**src/verilog/interlock_pkg.sv**
```systemverilog
package interlock_pkg;

  // Bus data width
  localparam int unsigned DATA_W = 32;

  // Register byte offsets (low address byte)
  localparam logic [7:0] OFS_CTRL = 8'h00;
  localparam logic [7:0] OFS_STATUS = 8'h04;
  localparam logic [7:0] OFS_EVENT = 8'h08;
  localparam logic [7:0] OFS_MASK = 8'h0c;

  // Synchronised pin vector positions
  localparam int unsigned PIN_MODE_A = 0;
  localparam int unsigned PIN_MODE_B = 1;
  localparam int unsigned PIN_STOP = 2;
  localparam int unsigned PIN_DOOR = 3;
  localparam int unsigned PIN_ENABLE = 4;
  localparam int unsigned PIN_MPR = 5;
  localparam int unsigned PIN_PLUG = 6;
  localparam int unsigned PIN_N = 7;

  // Status register fields
  localparam int unsigned STAT_PIN_LSB = 0;
  localparam int unsigned STAT_MODE_LSB = 7;
  localparam int unsigned STAT_OUT_LSB = 10;
  localparam int unsigned STAT_W = 14;

  // Control register fields
  localparam int unsigned CTRL_PERMIT = 0;
  localparam logic CTRL_PERMIT_RST = 1'b0;

  // Event bits, shared by event and mask registers
  localparam int unsigned EVT_ESTOP = 0;
  localparam int unsigned EVT_MODE_FAULT = 1;
  localparam int unsigned EVT_DROP = 2;
  localparam int unsigned EVT_CLOSE = 3;
  localparam int unsigned EVT_N = 4;
  localparam logic [EVT_N-1:0] EVT_RST = 4'h0;
  localparam logic [EVT_N-1:0] MASK_RST = 4'h0;

  // Selected operating mode
  typedef enum logic [2:0] {
    MODE_INVALID = 3'b001,
    MODE_AUTO = 3'b010,
    MODE_MANUAL = 3'b100
  } mode_t;

endpackage

```
**src/verilog/robot_safety_interlock.sv**
```systemverilog
// What this block does
// - An open emergency stop drops the contactor on the first clock-enabled edge after it leaves the synchroniser, whatever the other inputs say.
// - Mode contact a closed with contact b open selects automatic mode.
// - Mode contact a open with contact b closed selects manual mode.
// - In automatic mode the pendant enable switch has no effect on any output except its pin bit in the status register read.
// - In automatic mode the contactor closes only with stop closed, door closed and power ready.
// - In manual mode the pendant enable switch is a condition for powering the drive.
// - In manual mode the contactor closes only with stop closed, door open, enable closed and power ready.
// - A pendant connector with neither pendant nor loop plug fitted counts as an emergency stop.
module robot_safety_interlock #(
  parameter int unsigned ADDR_W = 12
) (
  // Clock, reset and clock enable
  input wire logic pclk,
  input wire logic presetn,
  input wire logic ce,
  // APB slave
  input wire logic psel,
  input wire logic penable,
  input wire logic pwrite,
  input wire logic [ADDR_W-1:0] paddr,
  input wire logic [interlock_pkg::DATA_W-1:0] pwdata,
  output logic [interlock_pkg::DATA_W-1:0] prdata,
  output logic pready,
  output logic pslverr,
  // Switch and controller inputs, high means contact closed or signal on
  input wire logic mode_contact_a,
  input wire logic mode_contact_b,
  input wire logic stop_pushbutton_closed,
  input wire logic door_interlock_closed,
  input wire logic pendant_enable_closed,
  input wire logic main_power_ready,
  input wire logic pendant_loop_plug_fitted,
  // Interlock outputs
  output logic drive_power_contactors,
  output logic stop_circuit_ready,
  output logic auto_mode,
  // Interrupt
  output logic irq
);
  import interlock_pkg::*;

  logic [PIN_N-1:0] pin_raw;
  logic [PIN_N-1:0] sync1_ff;
  logic [PIN_N-1:0] sync2_ff;
  logic stop_ok;
  logic stop_ok_prev_ff;
  mode_t mode_ff;
  mode_t nxt_mode;
  logic cond_ok;
  logic nxt_contactor;
  logic nxt_ready;
  logic nxt_auto;
  logic contactor_ff;
  logic ready_ff;
  logic auto_ff;
  logic permit_ff;
  logic [EVT_N-1:0] event_ff;
  logic [EVT_N-1:0] mask_ff;
  logic [EVT_N-1:0] evt_set;
  logic [EVT_N-1:0] evt_clr;
  logic [EVT_N-1:0] nxt_event;
  logic [EVT_N-1:0] nxt_mask;
  logic irq_ff;
  logic [DATA_W-1:0] prdata_ff;
  logic pready_ff;
  logic pslverr_ff;
  logic [STAT_W-1:0] status_word;
  logic setup_phase;
  logic wr_done;
  logic hit_ctrl;
  logic hit_status;
  logic hit_event;
  logic hit_mask;

  assign pin_raw = {pendant_loop_plug_fitted, main_power_ready, pendant_enable_closed,
                    door_interlock_closed, stop_pushbutton_closed, mode_contact_b,
                    mode_contact_a};

  // Two-stage synchroniser per pin; only the second stage feeds logic
  genvar gi;
  generate
    for (gi = 0; gi < PIN_N; gi++) begin : g_sync
      always_ff @(posedge pclk or negedge presetn) begin
        if (!presetn) begin
          sync1_ff[gi] <= 1'b0;
          sync2_ff[gi] <= 1'b0;
        end else if (ce) begin
          sync1_ff[gi] <= pin_raw[gi];
          sync2_ff[gi] <= sync1_ff[gi];
        end
      end
    end
  endgenerate

  // A missing pendant and plug breaks the stop chain like a pressed button
  assign stop_ok = sync2_ff[PIN_STOP] & sync2_ff[PIN_PLUG];

  // Mode decode from the two selector contacts
  always_comb begin
    nxt_mode = MODE_INVALID;
    if (sync2_ff[PIN_MODE_A] && !sync2_ff[PIN_MODE_B]) begin
      nxt_mode = MODE_AUTO;
    end else if (!sync2_ff[PIN_MODE_A] && sync2_ff[PIN_MODE_B]) begin
      nxt_mode = MODE_MANUAL;
    end
  end

  // Output decision; every path not listed leaves the drive off
  always_comb begin
    cond_ok = 1'b0;
    case (nxt_mode)
      MODE_AUTO: begin
        // Enable switch deliberately not read here
        cond_ok = stop_ok && sync2_ff[PIN_DOOR];
      end
      MODE_MANUAL: begin
        cond_ok = stop_ok && !sync2_ff[PIN_DOOR] && sync2_ff[PIN_ENABLE];
      end
      default: begin
        cond_ok = 1'b0;
      end
    endcase
    nxt_ready = cond_ok;
    nxt_auto = cond_ok && (nxt_mode == MODE_AUTO);
    // Software can only withhold power, never force it on
    nxt_contactor = cond_ok && sync2_ff[PIN_MPR] && permit_ff && stop_ok;
  end

  always_ff @(posedge pclk or negedge presetn) begin
    if (!presetn) begin
      mode_ff <= MODE_INVALID;
    end else if (ce) begin
      mode_ff <= nxt_mode;
    end
  end

  always_ff @(posedge pclk or negedge presetn) begin
    if (!presetn) begin
      contactor_ff <= 1'b0;
      ready_ff <= 1'b0;
      auto_ff <= 1'b0;
    end else if (ce) begin
      contactor_ff <= nxt_contactor;
      ready_ff <= nxt_ready;
      auto_ff <= nxt_auto;
    end
  end

  always_ff @(posedge pclk or negedge presetn) begin
    if (!presetn) begin
      stop_ok_prev_ff <= 1'b0;
    end else if (ce) begin
      stop_ok_prev_ff <= stop_ok;
    end
  end

  // Events
  always_comb begin
    evt_set = '0;
    evt_set[EVT_ESTOP] = stop_ok_prev_ff && !stop_ok;
    evt_set[EVT_MODE_FAULT] = (nxt_mode == MODE_INVALID) && (mode_ff != MODE_INVALID);
    evt_set[EVT_DROP] = contactor_ff && !nxt_contactor;
    evt_set[EVT_CLOSE] = !contactor_ff && nxt_contactor;
  end

  // APB decode
  assign setup_phase = psel && !penable;
  assign wr_done = psel && penable && pwrite && pready_ff;
  assign hit_ctrl = (paddr[7:0] == OFS_CTRL) && (paddr[ADDR_W-1:8] == '0);
  assign hit_status = (paddr[7:0] == OFS_STATUS) && (paddr[ADDR_W-1:8] == '0);
  assign hit_event = (paddr[7:0] == OFS_EVENT) && (paddr[ADDR_W-1:8] == '0);
  assign hit_mask = (paddr[7:0] == OFS_MASK) && (paddr[ADDR_W-1:8] == '0);

  // A new event in the clearing cycle survives the clear
  assign evt_clr = (wr_done && hit_event) ? pwdata[EVT_N-1:0] : '0;
  assign nxt_event = (event_ff & ~evt_clr) | evt_set;
  // Irq uses the mask written in the same cycle, so it never lags a mask update
  assign nxt_mask = (wr_done && hit_mask) ? pwdata[EVT_N-1:0] : mask_ff;

  always_ff @(posedge pclk or negedge presetn) begin
    if (!presetn) begin
      event_ff <= EVT_RST;
    end else if (ce) begin
      event_ff <= nxt_event;
    end
  end

  always_ff @(posedge pclk or negedge presetn) begin
    if (!presetn) begin
      irq_ff <= 1'b0;
    end else if (ce) begin
      irq_ff <= |(nxt_event & nxt_mask);
    end
  end

  always_ff @(posedge pclk or negedge presetn) begin
    if (!presetn) begin
      permit_ff <= CTRL_PERMIT_RST;
      mask_ff <= MASK_RST;
    end else if (ce && wr_done) begin
      if (hit_ctrl) begin
        permit_ff <= pwdata[CTRL_PERMIT];
      end
      if (hit_mask) begin
        mask_ff <= pwdata[EVT_N-1:0];
      end
    end
  end

  assign status_word = {irq_ff, auto_ff, ready_ff, contactor_ff, mode_ff, sync2_ff};

  // Read data and error are settled in setup, so the access phase has no wait
  always_ff @(posedge pclk or negedge presetn) begin
    if (!presetn) begin
      prdata_ff <= '0;
      pready_ff <= 1'b0;
      pslverr_ff <= 1'b0;
    end else if (ce) begin
      pready_ff <= setup_phase;
      if (setup_phase) begin
        pslverr_ff <= !(hit_ctrl || hit_status || hit_event || hit_mask);
        prdata_ff <= '0;
        if (!pwrite) begin
          if (hit_ctrl) begin
            prdata_ff[CTRL_PERMIT] <= permit_ff;
          end
          if (hit_status) begin
            prdata_ff[STAT_W-1:0] <= status_word;
          end
          if (hit_event) begin
            prdata_ff[EVT_N-1:0] <= event_ff;
          end
          if (hit_mask) begin
            prdata_ff[EVT_N-1:0] <= mask_ff;
          end
        end
      end else begin
        pslverr_ff <= 1'b0;
      end
    end
  end

  assign prdata = prdata_ff;
  assign pready = pready_ff;
  assign pslverr = pslverr_ff;
  assign drive_power_contactors = contactor_ff;
  assign stop_circuit_ready = ready_ff;
  assign auto_mode = auto_ff;
  assign irq = irq_ff;

  a_estop_drops: assert property (
    @(posedge pclk) disable iff (!presetn)
    (ce && !sync2_ff[PIN_STOP]) |=> (!drive_power_contactors && !stop_circuit_ready)
  ) else $error("contactor stayed on with stop open");

  a_auto_decode: assert property (
    @(posedge pclk) disable iff (!presetn)
    (ce && sync2_ff[PIN_MODE_A] && !sync2_ff[PIN_MODE_B]) |=> (mode_ff == MODE_AUTO)
  ) else $error("auto pattern not decoded");

  a_manual_decode: assert property (
    @(posedge pclk) disable iff (!presetn)
    (ce && !sync2_ff[PIN_MODE_A] && sync2_ff[PIN_MODE_B]) |=> (mode_ff == MODE_MANUAL)
  ) else $error("manual pattern not decoded");

  a_auto_no_enable: assert property (
    @(posedge pclk) disable iff (!presetn)
    (ce && nxt_mode == MODE_AUTO && stop_ok && sync2_ff[PIN_DOOR] && sync2_ff[PIN_MPR]
     && permit_ff && !sync2_ff[PIN_ENABLE]) |=> (drive_power_contactors && auto_mode)
  ) else $error("auto mode depended on enable switch");

  a_auto_contactor: assert property (
    @(posedge pclk) disable iff (!presetn)
    (ce && nxt_mode == MODE_AUTO && !(stop_ok && sync2_ff[PIN_DOOR] && sync2_ff[PIN_MPR]))
    |=> !drive_power_contactors
  ) else $error("auto contactor on without conditions");

  a_manual_enable: assert property (
    @(posedge pclk) disable iff (!presetn)
    (ce && nxt_mode == MODE_MANUAL && !sync2_ff[PIN_ENABLE]) |=> !stop_circuit_ready
  ) else $error("manual ready without enable switch");

  a_manual_contactor: assert property (
    @(posedge pclk) disable iff (!presetn)
    (ce && nxt_mode == MODE_MANUAL && stop_ok && !sync2_ff[PIN_DOOR] && sync2_ff[PIN_ENABLE]
     && sync2_ff[PIN_MPR] && permit_ff) |=> drive_power_contactors
  ) else $error("manual contactor failed to close");

  a_power_ready_gate: assert property (
    @(posedge pclk) disable iff (!presetn)
    (ce && !sync2_ff[PIN_MPR]) |=> !drive_power_contactors
  ) else $error("contactor on without power ready");

  a_plug_missing: assert property (
    @(posedge pclk) disable iff (!presetn)
    (ce && !sync2_ff[PIN_PLUG]) |=> (!drive_power_contactors && !stop_circuit_ready)
  ) else $error("open connector did not stop");

  a_ready_indep: assert property (
    @(posedge pclk) disable iff (!presetn)
    ce |=> (stop_circuit_ready == $past(cond_ok) && auto_mode == ($past(cond_ok)
            && mode_ff == MODE_AUTO))
  ) else $error("ready or auto indication wrong");

  a_invalid_off: assert property (
    @(posedge pclk) disable iff (!presetn)
    (ce && sync2_ff[PIN_MODE_A] == sync2_ff[PIN_MODE_B])
    |=> (!drive_power_contactors && !stop_circuit_ready && !auto_mode && mode_ff == MODE_INVALID)
  ) else $error("invalid mode left outputs on");

  a_event_sticky: assert property (
    @(posedge pclk) disable iff (!presetn)
    (ce && evt_set[EVT_DROP]) |=> event_ff[EVT_DROP]
  ) else $error("drop event lost");

  a_irq_level: assert property (
    @(posedge pclk) disable iff (!presetn)
    $past(ce) |-> (irq == |(event_ff & mask_ff))
  ) else $error("irq disagrees with masked events");

  a_manual_no_auto: assert property (
    @(posedge pclk) disable iff (!presetn)
    (ce && nxt_mode == MODE_MANUAL) |=> !auto_mode
  ) else $error("auto indication on in manual mode");

  a_permit_gate: assert property (
    @(posedge pclk) disable iff (!presetn)
    (ce && !permit_ff) |=> !drive_power_contactors
  ) else $error("contactor on without software permit");

  a_pready_single: assert property (
    @(posedge pclk) disable iff (!presetn)
    (ce && pready) |=> !pready
  ) else $error("pready held past the access cycle");

  a_unmapped_err: assert property (
    @(posedge pclk) disable iff (!presetn)
    (ce && setup_phase && !(hit_ctrl || hit_status || hit_event || hit_mask))
    |=> (pready && pslverr)
  ) else $error("unmapped access gave no error");

  a_ce_freeze: assert property (
    @(posedge pclk) disable iff (!presetn)
    !ce |=> ($stable(drive_power_contactors) && $stable(stop_circuit_ready)
             && $stable(auto_mode) && $stable(irq))
  ) else $error("outputs moved while clock enable was low");

endmodule

```
**config.mk**
```make
export PLATFORM = sky130hd
export DESIGN_NAME = robot_safety_interlock
export DESIGN_NICKNAME = d
export VERILOG_FILES = /design/src/verilog/interlock_pkg.sv /design/src/verilog/robot_safety_interlock.sv
export SDC_FILE = /design/constraint.sdc
export NUM_CORES = 1
export LEC_CHECK = 0
export BUFFER_PORTS_ARGS = -buffer_cell sky130_fd_sc_hd__buf_2
export CORE_ASPECT_RATIO = 1.2
export CORE_MARGIN = 2
export CORE_UTILIZATION = 48
export CTS_BUF_LIST = sky130_fd_sc_hd__clkbuf_16
export DETAILED_ROUTE_END_ITERATION = 7
export GPL_ROUTABILITY_DRIVEN = 0
export MAX_ROUTING_LAYER = met4
export PLACE_DENSITY = 0.9
export SETUP_SLACK_MARGIN = 0.3
export SYNTH_ARGS = -nofsm -noshare
export SYNTH_HDL_FRONTEND = slang
export SYNTH_SLANG_ARGS = --single-unit
```
**constraint.sdc**
```tcl
create_clock -name pclk -period 2.02 [get_ports pclk]
set_input_delay 0.303 -clock pclk [delete_from_list [all_inputs] [get_ports pclk]]
set_output_delay 0.303 -clock pclk [all_outputs]
set_load 0.01 [all_outputs]
```
==> results.toml <==
[synth]
synth_seq_cells = 47
yosysWarnings = 0
syn_inst = 199
post_synth_num_cell_types = 39
synth-async-reset-ratio = 1.00
synth_adder_area_share = 0.0214
syn_avg_cell_area_um2 = 11.7
syn_area_um2 = 2330
synth_edf_count = 0
synthSimpleGateAreaFrac = 0.129
synthFlopType = "dfrtp_1"
synth-xor-area-share = 0
seq_area_frac_synth = 0.504
synth_top_family_by_area = "compound AO/OA/AOI/OAI gates"
synthMuxAreaShare = 0.128
synth-compound-area-share = 0.129

[final_layout]
diodes = 0
seq_area_um2 = 1180
layout-drive-gt1-share = 0.474
finalNonFillerCells = 332
area_delta_synth_final_pct = 28.6
nNetsFinal = 334
multi_input_area_um2 = 1070
fillers = 317

[sta]
max_slew.worst_pin.slew_ns = 0.540
fin_crit_sh = 0.976
final.setup_skew_ns = 0.00662
setup_ws_ns = 0.0493
relSlewSlack = 0.640
finalHoldViolCount = 0
min_period_ns = 1.97
slew_viol_final = 0
setup_violations = 0
rsz0062_at_grt = "yes"
max_freq_ghz = 0.507

[clock_network]
cts_root_buf = "clkbuf_16"
cts_buffers = 5
clock_latency_ns = 0.29
clkTransAtPathRegs_ns = 0.06
cts_sinks = 47
htree_levels = 2
tritoncts = "built"
clockBufferDepth = 2

[min_path]
min_from = "pendant_loop_plug_fitted"
min_to = "sync1_ff[6]"
holdCritPathClass = "input port to flip-flop"
hold_depth = 2

[place]
place_ws_ns = -0.0935
post-place-cells = 313
hpwlAfterDp_um = 4020
io_buffers = 48

[routing]
routed_via_density = 5.97
drt_first_pass_iters = 5
drt-initial-drc-count = 220
antenna_left = 0
via_count = 1982
routedWlPerCell_um = 19.2
drc = 0
routed_wl_um = 6390

[grt]
grt_max_degree = 36
gr-total-overflow = 0
antenna_found_initial = 0
grt_usage = 0.228
grt_pass1_vias = 1893
grt_pass1_wl_um = 8730

[floorplan]
die-height_um = 80.4
start_util = 0.504
ios = 95
rows = 27
dieWidth_um = 67.7
die_area_um2 = 5440
coreArea_um2 = 4630

[worst_setup_path]
cp_data_required_time_ns = 2.20
r2r_start = "pready"
end_kind = "flip-flop"
reg2reg_to = "irq"
crit_type = "flip-flop to flip-flop"
worst-path-max-fanout = 5
start_kind = "flip-flop"
cp.arrival_ns = 2.15
r2r_slack_ns = 0.05
reg2reg_depth = 8

[status]
status = "finished clean"

[power]
p_leak_nw = 1.48
power_frac_comb = 0.138
power.switching_w = 0.000565
pwr-share-clk = 0.371
max-vdd-ir-drop_uv = 347
power_density_nw_per_um2 = 720
seqPwrFrac = 0.491
power.internal_w = 0.00159
swShare = 0.262

[job]
maxCapViolations = 0
-- state kept, by name, indices dropped and copies added, names as in the netlist --
name	cells
pready	1
mask_ff	4
sync1_ff	7
prdata	14
event_ff	4
drive_power_contactors	1
auto_mode	1
pslverr	1
permit_ff	1
irq	1
mode_ff	3
stop_circuit_ready	1
status_word	7
stop_ok_prev_ff	1
-- critical path: stages (launching register included) --
cell and delay [ns]:
dfrtp_1 0.41, nand4_1 0.24, buf_4 0.23, nor4_4 0.19
buf_4 0.18, nand3b_1 0.10, o21ai_0 0.11, o211ai_1 0.16
o22a_2 0.23
-- synthesized netlist by cell type, types with 2 or more instances --
cell | instances | area share
buf_4 | 18 | 0.058
nand2_1 | 19 | 0.031
a22o_1 | 12 | 0.045
a21oi_1 | 3 | 0.0064
nand3b_1 | 2 | 0.0064
ha_1 | 4 | 0.021
mux2i_1 | 4 | 0.017
nor4_4 | 3 | 0.027
nor2_1 | 4 | 0.0064
o22ai_1 | 2 | 0.0054
dfrtp_1 | 46 | 0.49
o21ai_0 | 12 | 0.026
a32o_1 | 3 | 0.013
a22oi_1 | 4 | 0.013
nand3_1 | 4 | 0.0086
or4_4 | 2 | 0.0096
o211ai_1 | 2 | 0.0064
inv_1 | 9 | 0.014
mux2_2 | 21 | 0.10
clkbuf_1 | 4 | 0.0064
buf_2 | 3 | 0.0064
-- per-stage QoR --
stage          hold WS, ns  cell area (um^2)  power (W)   util  setup TNS (ns)
2_1_floorplan      0.00741              2430    0.00123      -               0
3_3_place_gp         0.298              2690    0.00130  0.582          -0.254
3_5_place_dp         0.304              2690    0.00132  0.582           -1.10
4_1_cts              0.244              2910    0.00213  0.629               0
5_1_grt              0.245              3000    0.00223  0.649         -0.0570
6_report             0.240              3000    0.00216  0.649               0
-- layout make-up --
type                            count  area share
Multi-Input combinational cell    134       0.358
Timing Repair Buffer               76       0.166
Tap cell                           58      0.0242
Clock inverter                      3     0.00667
Sequential cell                    47       0.392
Inverter                            9      0.0113
Clock buffer                        5      0.0417
-- routing by layer --
metal  up-vias  wire length [um]  GRT usage
li1        828                 -          -
met1       942              2210      0.238
met2       158              3220      0.380
met3        54               517     0.0504
met4         0               442      0.145
met5         -                 0          -
-- placed cells by master, fill, tap and decap left out, drive strengths merged, types with 4 or more instances in the layout --
master and count:
inv 9, nor4 4, mux2 21, a22o 12, buf 75, ha 4
a22oi 4, mux2i 4, dfrtp 46, nand2 20, clkbuf 5, nor2 4
nand3 4, conb 18, o21ai 12
-- kinds of logic (layout without fill, tap and decap cells) --
family          after synthesis  in the layout
simple gates                 44             44
flops                        47             47
mux                          26             26
fa+ha+maj                     4              4
compound gates               42             42
other cells                   1             18
buf+inv                      35             93
-- what timing repair did --
action	4_1_cts	5_1_grt
hold buffers	1	0
endpoints found under the setup margin	17	20
hold endpoints to repair	2	0
gates resized for setup	8	14
pin swaps	2	15
buffers inserted	5	5
-- how the worst max path moves through the flow --
stage | startpoint | endpoint | slack (ns) | cells past startpoint
6_report | pready | irq | 0.05 | 8
5_1_grt | pready | irq | -0.06 | 8
4_1_cts | paddr[11] | irq | 0.19 | 7
3_5_place_dp | paddr[1] | mask_ff[2] | -0.09 | 6
3_3_place_gp | paddr[11] | irq | -0.04 | 7
2_1_floorplan | paddr[2] | irq | 0.12 | 6
-- power by group through the flow --
stage,Sequential (W),Clock [W],Combinational (W)
finish,0.00106,0.000801,0.000298
global route,0.00106,0.000847,0.000319
CTS,0.00106,0.000803,0.000266
detailed placement,0.00107,0,0.000251
global placement,0.00106,0,0.000238
floorplan,0.00105,0,0.000175
Power figures use the tool's default switching activity.
